==> src/rlr_pkg.sv <==
/*
 Constants, register map and state codes of the raw long-read command block.
 Assumes a single pclk domain and an APB master reaching the registers.
*/
// Functional notes
// RULE1: The 10-byte form has opcode 3Eh, flags in byte 1, LBA in bytes 2-5, length in 7-8, MSB first.
// RULE2: The 16-byte form has opcode 9Eh, action 11h, LBA in 2-9, length in 12-13, flags in byte 14.
// RULE3: A good long read sends exactly one block: user data then its media error check bytes.
// RULE4: With a non-zero exponent and the whole-block bit set, the whole physical block is returned.
// RULE5: With a non-zero exponent and the whole-block bit clear, only the logical block is returned.
// RULE6: A zero exponent with the whole-block bit set ends in illegal request, invalid field in CDB.
// RULE7: With the report bit clear, data returns with no media error whatever the correction result.
// RULE8: With the report bit set, a failed correction is reported as a media error.
// RULE9: A non-zero length unequal to the available length ends in illegal request, invalid field.
// RULE10: On a length mismatch the valid and ILI flags are set and info holds requested minus actual.
// RULE11: A negative length difference is held in two's complement.
// RULE12: The initiator asks for exactly the available length, derived from the logical block size.
// RULE13: Long-read data bypasses the cache both for reading and for keeping.
// RULE14: Block exponent and logical block size are static configuration inputs.
// RULE15: The checks finish before any data moves, so a rejected command sends nothing.
package rlr_pkg;
    localparam logic [7:0] OP_LONG10 = 8'h3e;
    localparam logic [7:0] OP_LONG16 = 8'h9e;
    localparam logic [4:0] SA_LONG = 5'h11;
    localparam int BIT_WHOLE = 2;
    localparam int BIT_REPORT = 1;
    localparam logic [3:0] KEY_NONE = 4'h0;
    localparam logic [3:0] KEY_MEDIUM = 4'h3;
    localparam logic [3:0] KEY_ILLEGAL = 4'h5;
    localparam logic [7:0] ASC_NONE = 8'h00;
    localparam logic [7:0] ASC_BAD_FIELD = 8'h24;
    localparam logic [7:0] ASC_BAD_OPCODE = 8'h20;
    localparam logic [7:0] ASC_UNRECOVERED = 8'h11;
    localparam logic [7:0] ST_GOOD = 8'h00;
    localparam logic [7:0] ST_CHECK = 8'h02;
    localparam logic [7:0] OFF_CTRL = 8'h00;
    localparam logic [7:0] OFF_CDB0 = 8'h04;
    localparam logic [7:0] OFF_CDB3 = 8'h10;
    localparam logic [7:0] OFF_STATUS = 8'h14;
    localparam logic [7:0] OFF_SENSE = 8'h18;
    localparam logic [7:0] OFF_INFO = 8'h1c;
    localparam logic [7:0] OFF_IRQ_STAT = 8'h20;
    localparam logic [7:0] OFF_IRQ_MASK = 8'h24;
    localparam logic [7:0] OFF_COUNT = 8'h28;
    localparam int CTRL_START = 0;
    localparam int IRQ_DONE = 0;
    localparam int IRQ_CHECK = 1;
    localparam int IRQ_W = 2;
    localparam logic [IRQ_W-1:0] IRQ_RESET = 2'h0;
    typedef enum logic [4:0] {
        RLR_IDLE = 5'b00001,
        RLR_CHECK = 5'b00010,
        RLR_REQ = 5'b00100,
        RLR_XFER = 5'b01000,
        RLR_DONE = 5'b10000
    } rlr_state_e;
endpackage

==> src/rlr_top.sv <==
/*
 Raw long-read command interpreter: APB registers hold the command block,
 the block checks it, fetches one block from the media port and streams it
 to the initiator, then reports status and sense data.
 Assumes media and initiator streams run on pclk, and the geometry inputs
 stay still while a command runs.
*/
// The APB interface to the registers and the register addresses were left to the implementer.
`timescale 1ns/10ps
module rlr_top
    import rlr_pkg::*;
#(
    parameter int LEN_W = 16,
    parameter int EXP_W = 4
) (
    input wire logic pclk,
    input wire logic presetn,
    input wire logic psel,
    input wire logic penable,
    input wire logic pwrite,
    input wire logic [7:0] paddr,
    input wire logic [31:0] pwdata,
    output logic [31:0] prdata,
    output logic pready,
    output logic pslverr,
    input wire logic [EXP_W-1:0] cfg_block_exponent,
    input wire logic [LEN_W-1:0] cfg_logical_block_size,
    input wire logic [LEN_W-1:0] cfg_check_bytes,
    output logic media_req,
    output logic [63:0] media_lba,
    output logic media_whole_physical,
    output logic media_cache_bypass,
    output logic [31:0] media_len,
    input wire logic media_valid,
    input wire logic [7:0] media_data,
    input wire logic media_uncorrected,
    output logic media_ready,
    output logic host_valid,
    output logic [7:0] host_data,
    input wire logic host_ready,
    output logic irq
);

    ////////////////////////////////////////////////////////////////////////
    function automatic logic [7:0] cdb_byte(input logic [127:0] v, input int i);
        cdb_byte = v[127-8*i -: 8];
    endfunction

    rlr_state_e state;
    logic [31:0] cdb_w [4];
    logic [127:0] cdb;
    logic apb_wr;
    logic apb_rd;
    logic start;
    logic [7:0] status_byte;
    logic sense_valid;
    logic sense_ili;
    logic [3:0] sense_key;
    logic [7:0] sense_asc;
    logic [31:0] info;
    logic [IRQ_W-1:0] irq_stat;
    logic [IRQ_W-1:0] irq_mask;
    logic [IRQ_W-1:0] irq_set;
    logic [31:0] sent;
    logic [31:0] want;
    logic report_uncorrected_bit;
    logic uncorr_seen;

    assign cdb = {cdb_w[0], cdb_w[1], cdb_w[2], cdb_w[3]};
    assign apb_wr = psel & penable & pready & pwrite;
    assign apb_rd = psel & ~penable & ~pwrite;
    assign start = apb_wr && paddr == OFF_CTRL && pwdata[CTRL_START] && state == RLR_IDLE;

    ////////////////////////////////////////////////////////////////////////
    // Command block decode
    logic [7:0] op;
    logic is10;
    logic is16;
    logic whole_physical_block_bit;
    logic report_bit;
    logic [63:0] lba;
    logic [LEN_W-1:0] req_len;
    logic [31:0] logical_len;
    logic [31:0] avail;
    logic [31:0] diff;

    always_comb begin
        op = cdb_byte(cdb, 0);
        is10 = op == OP_LONG10;                                       // RULE1
        is16 = op == OP_LONG16 && 5'(cdb_byte(cdb, 1)) == SA_LONG;   // RULE2
        if (is16) begin
            lba = {cdb_byte(cdb, 2), cdb_byte(cdb, 3), cdb_byte(cdb, 4), cdb_byte(cdb, 5),
                cdb_byte(cdb, 6), cdb_byte(cdb, 7), cdb_byte(cdb, 8), cdb_byte(cdb, 9)}; // RULE2
            req_len = LEN_W'({cdb_byte(cdb, 12), cdb_byte(cdb, 13)});                // RULE2
            whole_physical_block_bit = 1'(cdb_byte(cdb, 14) >> BIT_WHOLE);           // RULE2
            report_bit = 1'(cdb_byte(cdb, 14) >> BIT_REPORT);
        end else begin
            lba = {32'h0, cdb_byte(cdb, 2), cdb_byte(cdb, 3), cdb_byte(cdb, 4),
                cdb_byte(cdb, 5)};                                                   // RULE1
            req_len = LEN_W'({cdb_byte(cdb, 7), cdb_byte(cdb, 8)});                  // RULE1
            whole_physical_block_bit = 1'(cdb_byte(cdb, 1) >> BIT_WHOLE);            // RULE1
            report_bit = 1'(cdb_byte(cdb, 1) >> BIT_REPORT);
        end
        // Geometry is taken live from the static inputs
        logical_len = 32'(cfg_logical_block_size) + 32'(cfg_check_bytes);          // RULE14
        if (cfg_block_exponent != '0 && whole_physical_block_bit) begin
            avail = logical_len << cfg_block_exponent;                             // RULE4
        end else begin
            avail = logical_len;                                                   // RULE5
        end
        diff = 32'(req_len) - avail;                                               // RULE11
    end

    ////////////////////////////////////////////////////////////////////////
    // Command sequencing
    always_ff @(posedge pclk or negedge presetn) begin
        if (!presetn) begin
            state <= RLR_IDLE;
        end else begin
            case (state)
                RLR_IDLE: begin
                    if (start) begin
                        state <= RLR_CHECK;
                    end
                end
                RLR_CHECK: begin
                    // Every rejection is decided here, before the media is asked
                    if (!(is10 || is16)) begin
                        state <= RLR_DONE;
                    end else if (cfg_block_exponent == '0 && whole_physical_block_bit) begin
                        state <= RLR_DONE;                                         // RULE6
                    end else if (req_len != '0 && 32'(req_len) != avail) begin
                        state <= RLR_DONE;                                         // RULE9
                    end else begin
                        state <= RLR_REQ;                                          // RULE15
                    end
                end
                RLR_REQ: begin
                    state <= RLR_XFER;
                end
                RLR_XFER: begin
                    if (host_valid && host_ready && sent + 32'h1 == want) begin
                        state <= RLR_DONE;                                         // RULE3
                    end
                end
                default: begin
                    state <= RLR_IDLE;
                end
            endcase
        end
    end

    // Status and sense result
    always_ff @(posedge pclk or negedge presetn) begin
        if (!presetn) begin
            status_byte <= ST_GOOD;
            sense_valid <= 1'b0;
            sense_ili <= 1'b0;
            sense_key <= KEY_NONE;
            sense_asc <= ASC_NONE;
            info <= 32'h0;
            report_uncorrected_bit <= 1'b0;
        end else if (start) begin
            status_byte <= ST_GOOD;
            sense_valid <= 1'b0;
            sense_ili <= 1'b0;
            sense_key <= KEY_NONE;
            sense_asc <= ASC_NONE;
            info <= 32'h0;
        end else if (state == RLR_CHECK) begin
            report_uncorrected_bit <= report_bit;
            if (!(is10 || is16)) begin
                status_byte <= ST_CHECK;
                sense_key <= KEY_ILLEGAL;
                sense_asc <= ASC_BAD_OPCODE;
            end else if (cfg_block_exponent == '0 && whole_physical_block_bit) begin
                status_byte <= ST_CHECK;                                           // RULE6
                sense_key <= KEY_ILLEGAL;
                sense_asc <= ASC_BAD_FIELD;
            end else if (req_len != '0 && 32'(req_len) != avail) begin
                status_byte <= ST_CHECK;                                           // RULE9
                sense_key <= KEY_ILLEGAL;
                sense_asc <= ASC_BAD_FIELD;
                sense_valid <= 1'b1;                                               // RULE10
                sense_ili <= 1'b1;                                                 // RULE10
                info <= diff;                                                      // RULE11
            end
        end else if (state == RLR_XFER && host_valid && host_ready && sent + 32'h1 == want) begin
            // Correction failures stay silent unless the initiator asked for them
            if (report_uncorrected_bit && (uncorr_seen || media_uncorrected)) begin
                status_byte <= ST_CHECK;                                           // RULE8
                sense_key <= KEY_MEDIUM;
                sense_asc <= ASC_UNRECOVERED;
            end                                                                    // RULE7
        end
    end

    ////////////////////////////////////////////////////////////////////////
    // Media request
    always_ff @(posedge pclk or negedge presetn) begin
        if (!presetn) begin
            media_req <= 1'b0;
            media_lba <= 64'h0;
            media_whole_physical <= 1'b0;
            media_cache_bypass <= 1'b0;
            media_len <= 32'h0;
            want <= 32'h0;
        end else begin
            media_req <= state == RLR_CHECK && (is10 || is16)
                && !(cfg_block_exponent == '0 && whole_physical_block_bit)
                && !(req_len != '0 && 32'(req_len) != avail);                      // RULE15
            if (state == RLR_CHECK) begin
                media_lba <= lba;
                media_whole_physical <= whole_physical_block_bit;                  // RULE4
                media_cache_bypass <= 1'b1;                                        // RULE13
                media_len <= avail;
                want <= avail;                                                     // RULE3
            end
        end
    end

    // Single stage between media and initiator; ready is precomputed so
    // that it can leave a flip-flop, at the cost of some throughput.
    logic next_host_valid;
    logic take_media;

    assign take_media = media_valid && media_ready;

    always_comb begin
        next_host_valid = host_valid;
        if (host_valid && host_ready) begin
            next_host_valid = 1'b0;
        end
        if (take_media) begin
            next_host_valid = 1'b1;
        end
    end

    always_ff @(posedge pclk or negedge presetn) begin
        if (!presetn) begin
            host_valid <= 1'b0;
            host_data <= 8'h00;
            media_ready <= 1'b0;
        end else begin
            host_valid <= next_host_valid;
            if (take_media) begin
                host_data <= media_data;
            end
            // Only bytes of the one block are accepted
            media_ready <= state == RLR_XFER && !next_host_valid
                && sent + 32'(next_host_valid) < want
                && !(host_valid && host_ready && sent + 32'h1 == want);             // RULE3
        end
    end

    always_ff @(posedge pclk or negedge presetn) begin
        if (!presetn) begin
            sent <= 32'h0;
            uncorr_seen <= 1'b0;
        end else if (state == RLR_CHECK) begin
            sent <= 32'h0;
            uncorr_seen <= 1'b0;
        end else begin
            if (host_valid && host_ready) begin
                sent <= sent + 32'h1;
            end
            if (take_media && media_uncorrected) begin
                uncorr_seen <= 1'b1;
            end
        end
    end

    ////////////////////////////////////////////////////////////////////////
    // Interrupts: set wins over a write-one clear
    assign irq_set[IRQ_DONE] = state == RLR_DONE;
    assign irq_set[IRQ_CHECK] = state == RLR_DONE && status_byte == ST_CHECK;

    always_ff @(posedge pclk or negedge presetn) begin
        if (!presetn) begin
            irq_stat <= IRQ_RESET;
            irq_mask <= IRQ_RESET;
            irq <= 1'b0;
        end else begin
            if (apb_wr && paddr == OFF_IRQ_STAT) begin
                irq_stat <= (irq_stat & ~pwdata[IRQ_W-1:0]) | irq_set;
            end else begin
                irq_stat <= irq_stat | irq_set;
            end
            if (apb_wr && paddr == OFF_IRQ_MASK) begin
                irq_mask <= pwdata[IRQ_W-1:0];
            end
            irq <= |(irq_stat & irq_mask);
        end
    end

    ////////////////////////////////////////////////////////////////////////
    // APB slave: answers in the first access cycle; writes land at that edge
    always_ff @(posedge pclk or negedge presetn) begin
        if (!presetn) begin
            for (int i = 0; i < 4; i++) begin
                cdb_w[i] <= 32'h0;
            end
        end else if (apb_wr && paddr >= OFF_CDB0 && paddr <= OFF_CDB3
            && paddr[1:0] == 2'b00 && state == RLR_IDLE) begin
            // Command block is frozen while a command runs
            cdb_w[2'(paddr[7:2] - 6'h1)] <= pwdata;
        end
    end

    logic mapped;
    logic [31:0] rd_val;

    always_comb begin
        mapped = 1'b1;
        rd_val = 32'h0;
        if (paddr == OFF_CTRL) begin
            rd_val = {31'h0, state != RLR_IDLE};
        end else if (paddr >= OFF_CDB0 && paddr <= OFF_CDB3 && paddr[1:0] == 2'b00) begin
            rd_val = cdb_w[2'(paddr[7:2] - 6'h1)];
        end else if (paddr == OFF_STATUS) begin
            rd_val = {19'h0, state, status_byte};
        end else if (paddr == OFF_SENSE) begin
            rd_val = {16'h0, sense_valid, sense_ili, 2'h0, sense_key, sense_asc};
        end else if (paddr == OFF_INFO) begin
            rd_val = info;
        end else if (paddr == OFF_IRQ_STAT) begin
            rd_val = {30'h0, irq_stat};
        end else if (paddr == OFF_IRQ_MASK) begin
            rd_val = {30'h0, irq_mask};
        end else if (paddr == OFF_COUNT) begin
            rd_val = sent;
        end else begin
            mapped = 1'b0;
        end
    end

    always_ff @(posedge pclk or negedge presetn) begin
        if (!presetn) begin
            pready <= 1'b0;
            pslverr <= 1'b0;
            prdata <= 32'h0;
        end else begin
            pready <= psel & ~penable;
            pslverr <= psel & ~penable & ~mapped;
            if (apb_rd) begin
                prdata <= rd_val;
            end
        end
    end

endmodule

==> config.mk <==
export PLATFORM = sky130hd
export DESIGN_NAME = rlr_top
export DESIGN_NICKNAME = d
export VERILOG_FILES = /design/src/rlr_pkg.sv /design/src/rlr_top.sv
export SDC_FILE = /design/constraint.sdc
export NUM_CORES = 1
export LEC_CHECK = 0
export ABC_AREA = 1
export BUFFER_PORTS_ARGS = -buffer_cell sky130_fd_sc_hd__buf_4
export CORE_MARGIN = 1.5
export CORE_UTILIZATION = 30
export CTS_BUF_LIST = sky130_fd_sc_hd__clkbuf_4
export CTS_CLUSTER_DIAMETER = 40
export DETAILED_ROUTE_END_ITERATION = 7
export GPL_ROUTABILITY_DRIVEN = 1
export PLACE_DENSITY = 0.51
export SETUP_SLACK_MARGIN = 0.3
export SYNTH_ARGS = -nofsm -noshare
export SYNTH_HDL_FRONTEND = slang
export SYNTH_SLANG_ARGS = --single-unit
==> constraint.sdc <==
create_clock -name pclk -period 5.91 [get_ports pclk]
set_clock_uncertainty 0.1 [all_clocks]
set_input_delay 1.182 -clock pclk [delete_from_list [all_inputs] [get_ports pclk]]
set_output_delay 1.182 -clock pclk [all_outputs]
set_load 0.005 [all_outputs]
; ---- Word level (Yosys, flattened, before mapping)
; Index checks and enable logic that the tools add are counted.
[word_totals]
reg_bits = 368
in_bits = 92
output_inout_bits = 144
wordCells = 201
[classes]
n_addsub = 5
n_lt_le_gt_ge = 5
n_eq_ne = 22
shift = 1
muxes = 71
n_bitwise = 16
reduce_logical = 54
[ops]
columns = cell, count
row1 = two-way mux 32 bit, 19
row2 = bitwise mux 128 bit, 1
row3 = two-way mux 8 bit, 14
row4 = binary-select mux 32 bit (select 2 bit), 1
row5 = demux 32 bit (select 2 bit), 1
row6 = two-way mux 64 bit, 1
row7 = adder 32 x 1 -> 32 bit, 1
row8 = adder 32 x 1 -> 32 bit (second input constant), 1
row9 = equality test 32 bit, 1
row10 = equality test 8 x 6 -> 1 bit (second input constant), 4
row11 = less-than comparator 32 bit, 1
row12 = != test 16 x 32 -> 1 bit, 1
row13 = << shifter 17 x 4 -> 32 bit, 1
row14 = subtractor 16 x 32 -> 32 bit, 1
row15 = logical AND 1 bit, 31
row16 = two-way mux 4 bit, 7
row17 = two-way mux 5 bit, 5
row18 = equality test 8 x 5 -> 1 bit (second input constant), 3
row19 = one-hot mux 5 bit (4 select lines), 1
row20 = two-way mux 1 bit, 19
row21 = adder 16 x 16 -> 17 bit, 1
row22 = two-way mux 16 bit, 1
row23 = nonzero test 16 bit, 1
row24 = equality test 5 bit (second input constant), 2
row25 = other kinds (34), 55

; ---- Depth between registers and ports, before layout
[logic_depth]
depth_word = 12
depth_mapped = 33
ltp_nobuf = 33

; ---- Worst setup path before layout
; No wires, ideal clock.
[synth_path]
path_kind = in2reg
startpoint = input cfg_logical_block_size[0]
endpoint = register info[31]
setup_ns = 0.116
arrival_ns = 4.688
t_required_ns = 5.694
setup_slack_ns = 1.006
path_stages = 27
path_buffers = 0
cell_sequence = ha_1 > inv_1 > fa_1 > xnor2_1 > nand2_1 > o21ai_0 > inv_1 > o21ai_0 > inv_1 > nor2_1 > a22oi_1 > ha_1 > nand2_1 > o21ai_0 > nand2_1 > o211ai_1 > a31oi_1 > o21ai_0 > nand3_1 > nand2_1 > nand3_1 > nand2_1 > nand2_1 > nor2_1 > nand3_1 > nand3_1 > nand2_1
[synth_between]
elab_chain_len = 9
word_cells_on_any_way = 13
cone_classes = 2 x add/sub / 1 x eq/ne / 1 x shift / 6 x mux / 3 x reduce/logical
[synth_rtl]
columns = item, line
row1 = "start, declared", rlr_top.sv:27  ; input wire logic [LEN_W-1:0] cfg_logical_block_size,
row2 = adder 16 x 16 -> 17 bit *, rlr_top.sv:105  ; logical_len = 32'(cfg_logical_block_size) + 32'(cfg_check_bytes);
row3 = << shifter 17 x 4 -> 32 bit, rlr_top.sv:107  ; avail = logical_len << cfg_block_exponent;
row4 = two-way mux 32 bit *, rlr_top.sv:106  ; if (cfg_block_exponent != '0 && whole_physical_block_bit) begin
row5 = subtractor 16 x 32 -> 32 bit, rlr_top.sv:111  ; diff = 32'(req_len) - avail;
row6 = two-way mux 32 bit, rlr_top.sv:180  ; end else if (req_len != '0 && 32'(req_len) != avail) begin
row7 = two-way mux 32 bit, rlr_top.sv:176  ; end else if (cfg_block_exponent == '0 && whole_physical_block_bit) begin
row8 = two-way mux 32 bit, rlr_top.sv:172  ; if (!(is10 || is16)) begin
row9 = two-way mux 32 bit, rlr_top.sv:170  ; end else if (state == RLR_CHECK) begin
row10 = two-way mux 32 bit, rlr_top.sv:163  ; end else if (start) begin
row11 = "end signal, assigned", rlr_top.sv:186  ; info <= diff;
row12 = "end, declared", rlr_top.sv:60  ; logic [31:0] info;
; Every way passes the cells marked *; elsewhere a longest branch is shown, timed or not. The select of a mux whose other input is x is not followed.
; A chain may end at the register's enable or synchronous reset.

; ---- Worst setup path after layout
; Same ends and word-level chain as after synthesis.

==> summary.txt <==
status: finished, final reports clean
crit path capture: info[31]$_DFFE_PN0P_
worst r2r src: cdb[120]$_DFFE_PN0P_
CP peak stage delay: 0.41 ns
CTS tree: done
Die Ht: 268.1 um
first-pass GRT wire length: 121,900 um
synth unique cells: 59
Worst-Skew Late Latency: 0.92 ns
vias in the first global route: 19,620
std cell rows: 97
max_slew headroom: 23.82%
Power Density: 223.5 nW/um^2
die area: 71,880 um^2
synthesized flop and latch total: 352
Mapped Area: 21,090 um^2
PostCTS Resize Cnt: 0
cts bufs inserted: 102
Hold Path Class: in2async
Post-Syn Nets: 2,993
setup_tns: 0 ns
# port buffers: 235
Reg2Reg Depth: 27
synth warn: 0
period utilization: 85.27%
initial DRC count: 1,726
CTS Hold Bufs: 0
mean post-synth cell area: 7.461 um^2
VDD IR-drop max: 0.0001282 V
nets: 3,240
post-CTS setup buffer count: 0
largest cells by area after synthesis: dfrtp_1 42%, nand2_1 12%, o21ai_0 8.7%, inv_1 5.6%, nand3_1 4.5%
via count: 20,370
H-tree Lvls: 3
Leakage: 0.01258 uW
TritonRoute pass-1 iters: 5
initial antenna violation count: 3
GRT Residual Overflow: 0
CTS max path bufs: 3
worst-margin pin slew: 1.139 ns
area leader, netlist: dfrtp_1
Async S/R FF share, synth: 100.0%
Vias/cell: 4.987
RSZ-0062 raised after global routing: no
Detail Placement HPWL: 59,360 um
largest net degree at the start of global routing: 95
CP endpoint kind: register
crit start category: primary input
RePlAce Congestion: 0.9699
Setup CP Type: in2reg
Die Wd: 268.1 um
share of layout cells above drive strength 1: 15.22%
gr usage total: 22.31%
Critical Path RT: 6.64 ns
post-DR wirelength/cell: 19.64 um
Crit path top cell by count: nand2_1
flop-to-flop setup slack: 0.95 ns
fin crit period: 5.040 ns
Post-synth EDFFs: 0
fmax: 198.4 MHz
Worst-path clk slew: 0.07 ns
Crit Path Max Fanout: 5
CTS sink cnt: 352
Antenna Violating Nets Remaining: 0
Initial Utilization: 30.21%
Fill cells: 7,536
Slew Viols, Final: 0
crit path DAT: 5.77 ns
DRC: 0
Placed Cells: 3,909
Util after Layout: 35.91%
top_reg_cell synth: dfrtp_1
top cell type's share of synthesized area: 41.66%
core area: 69,790 um^2
Ports: 236
WL final: 80,200 um
most frequent cell after synthesis: nand2_1
max cap viols: 0
commonest cells in the netlist: 700 x nand2_1, 366 x o21ai_0, 351 x dfrtp_1
CP startpoint: cfg_logical_block_size[0]
crit path max-delay cell type: fa_1
area grow syn2layout: 18.86%
Post-Syn Instances: 2,826
sequential element share of the synthesized area: 41.78%
Root Buffer: clkbuf_4
r2r endpoint: info[31]$_DFFE_PN0P_
Final setup viols: 0
final hold vios: 0
fin cells: 4,084
## layer usage
layer	GRT usage (%)	wire (um)	part of all wire, %	up-vias
met5	0	0	0	-
met4	7.497	2357	2.9	0
met3	3.592	4429	5.5	136
met2	33.89	35490	44	674
met1	32.03	37920	47	9660
li1	-	-	-	9898
## kinds of logic (layout without fill, tap and decap cells)
| group | Yosys count | count (layout) | synth area share, % |
|---|---|---|---|
| simple gates | 1202 | 1202 | 24.23 |
| mux | 3 | 3 | 0.1424 |
| compound gates | 640 | 640 | 16.94 |
| other cells | 0 | 3 | 0 |
| buf+inv | 457 | 772 | 8.361 |
| xor+xnor | 97 | 97 | 4.029 |
| fa+ha+maj | 75 | 75 | 4.522 |
| flops | 352 | 352 | 41.78 |
## worst max-delay path, delay by kind of cell
family,cells,cell delay [ns]
and+or+nand+nor,14,1.47
adders and majority gates,3,0.98
xor gates and xnor gates,1,0.33
AOI/OAI and AO/OA,7,1.50
buffers and inverters,4,0.30
## cell type report
| class | instances | area (um^2) | area share [%] |
|---|---|---|---|
| clock buffers | 144 | 1081 | 4.313 |
| inverters | 332 | 1250 | 4.987 |
| repair buffers | 268 | 2044 | 8.157 |
| flip-flops and latches | 352 | 8810 | 35.15 |
| well taps | 940 | 1176 | 4.693 |
| diodes | 3 | 7.507 | 0.02995 |
| clock inverters | 28 | 165.2 | 0.6590 |
| multi-input cells | 2017 | 10530 | 42.01 |
## report_power, final
part | leakage (uW) | total [uW] | internal, uW | switching (uW)
Clock | 0.000742 | 2300 | 1130 | 1170
Combinational | 0.00717 | 784 | 274 | 511
Sequential | 0.00467 | 2510 | 2470 | 45.6
Total | 0.0126 | 5600 | 3870 | 1730
## flip-flops by register name (all words and copies together) (netlist names), 2 cells and up
register,cells
cdb,128
host_data,8
info,32
irq_mask,2
irq_stat,2
media_lba,64
prdata,32
sense_key,3
sent,32
state,5
want,32
## how the worst min path moves through the flow
stage / to / slack (ns) / depth (start not counted)
after floorplan: sense_asc[2]$_DFFE_PN0P_ / 0.33 / 2
after global placement: info[13]$_DFFE_PN0P_ / 0.36 / 2
after detailed placement: info[13]$_DFFE_PN0P_ / 0.36 / 2
after CTS: want[28]$_DFFE_PN0P_ / 0.16 / 1
final: want[18]$_DFFE_PN0P_ / 0.16 / 1
after global routing: want[18]$_DFFE_PN0P_ / 0.19 / 1
## cell usage in the layout, fill, tap and decap left out, types with 3 or more instances in the layout
cell type / instances
clkbuf_4: 144
a32oi_1: 25
nor4_1: 18
o21ai_0: 366
o221ai_1: 20
xnor2_1: 7
mux2i_1: 3
and2_1: 7
dfrtp_1: 351
clkinv_2: 6
buf_4: 265
inv_2: 8
nand3b_1: 4
nor3_1: 27
nand2_1: 696
a211oi_1: 3
diode_2: 3
nand3_2: 7
o31ai_1: 8
ha_1: 73
a21oi_1: 139
a21o_1: 6
nand2_2: 15
inv_1: 316
or2_2: 6
o211ai_1: 18
nor2_2: 4
o22ai_1: 31
a31oi_1: 5
xor2_1: 90
o21bai_1: 4
nand3_1: 191
nand4_1: 28
clkinv_1: 22
nor2_1: 188
nor3_2: 3
## through the flow
step / hold slack [ns] / power [uW] / worst slack (ns) / cell area, um^2
2_1_floorplan: 0.3345 / 2992 / 1.006 / 21090
3_3_place_gp: 0.3565 / 3343 / 0.1569 / 23810
3_5_place_dp: 0.3591 / 3342 / 0.07886 / 23810
4_1_cts: 0.1647 / 5672 / 0.9838 / 25060
5_1_grt: 0.1872 / 5912 / 0.3638 / 25060
6_report: 0.1619 / 5601 / 0.8704 / 25060
No activity file was read; power rests on OpenSTA's default activity.
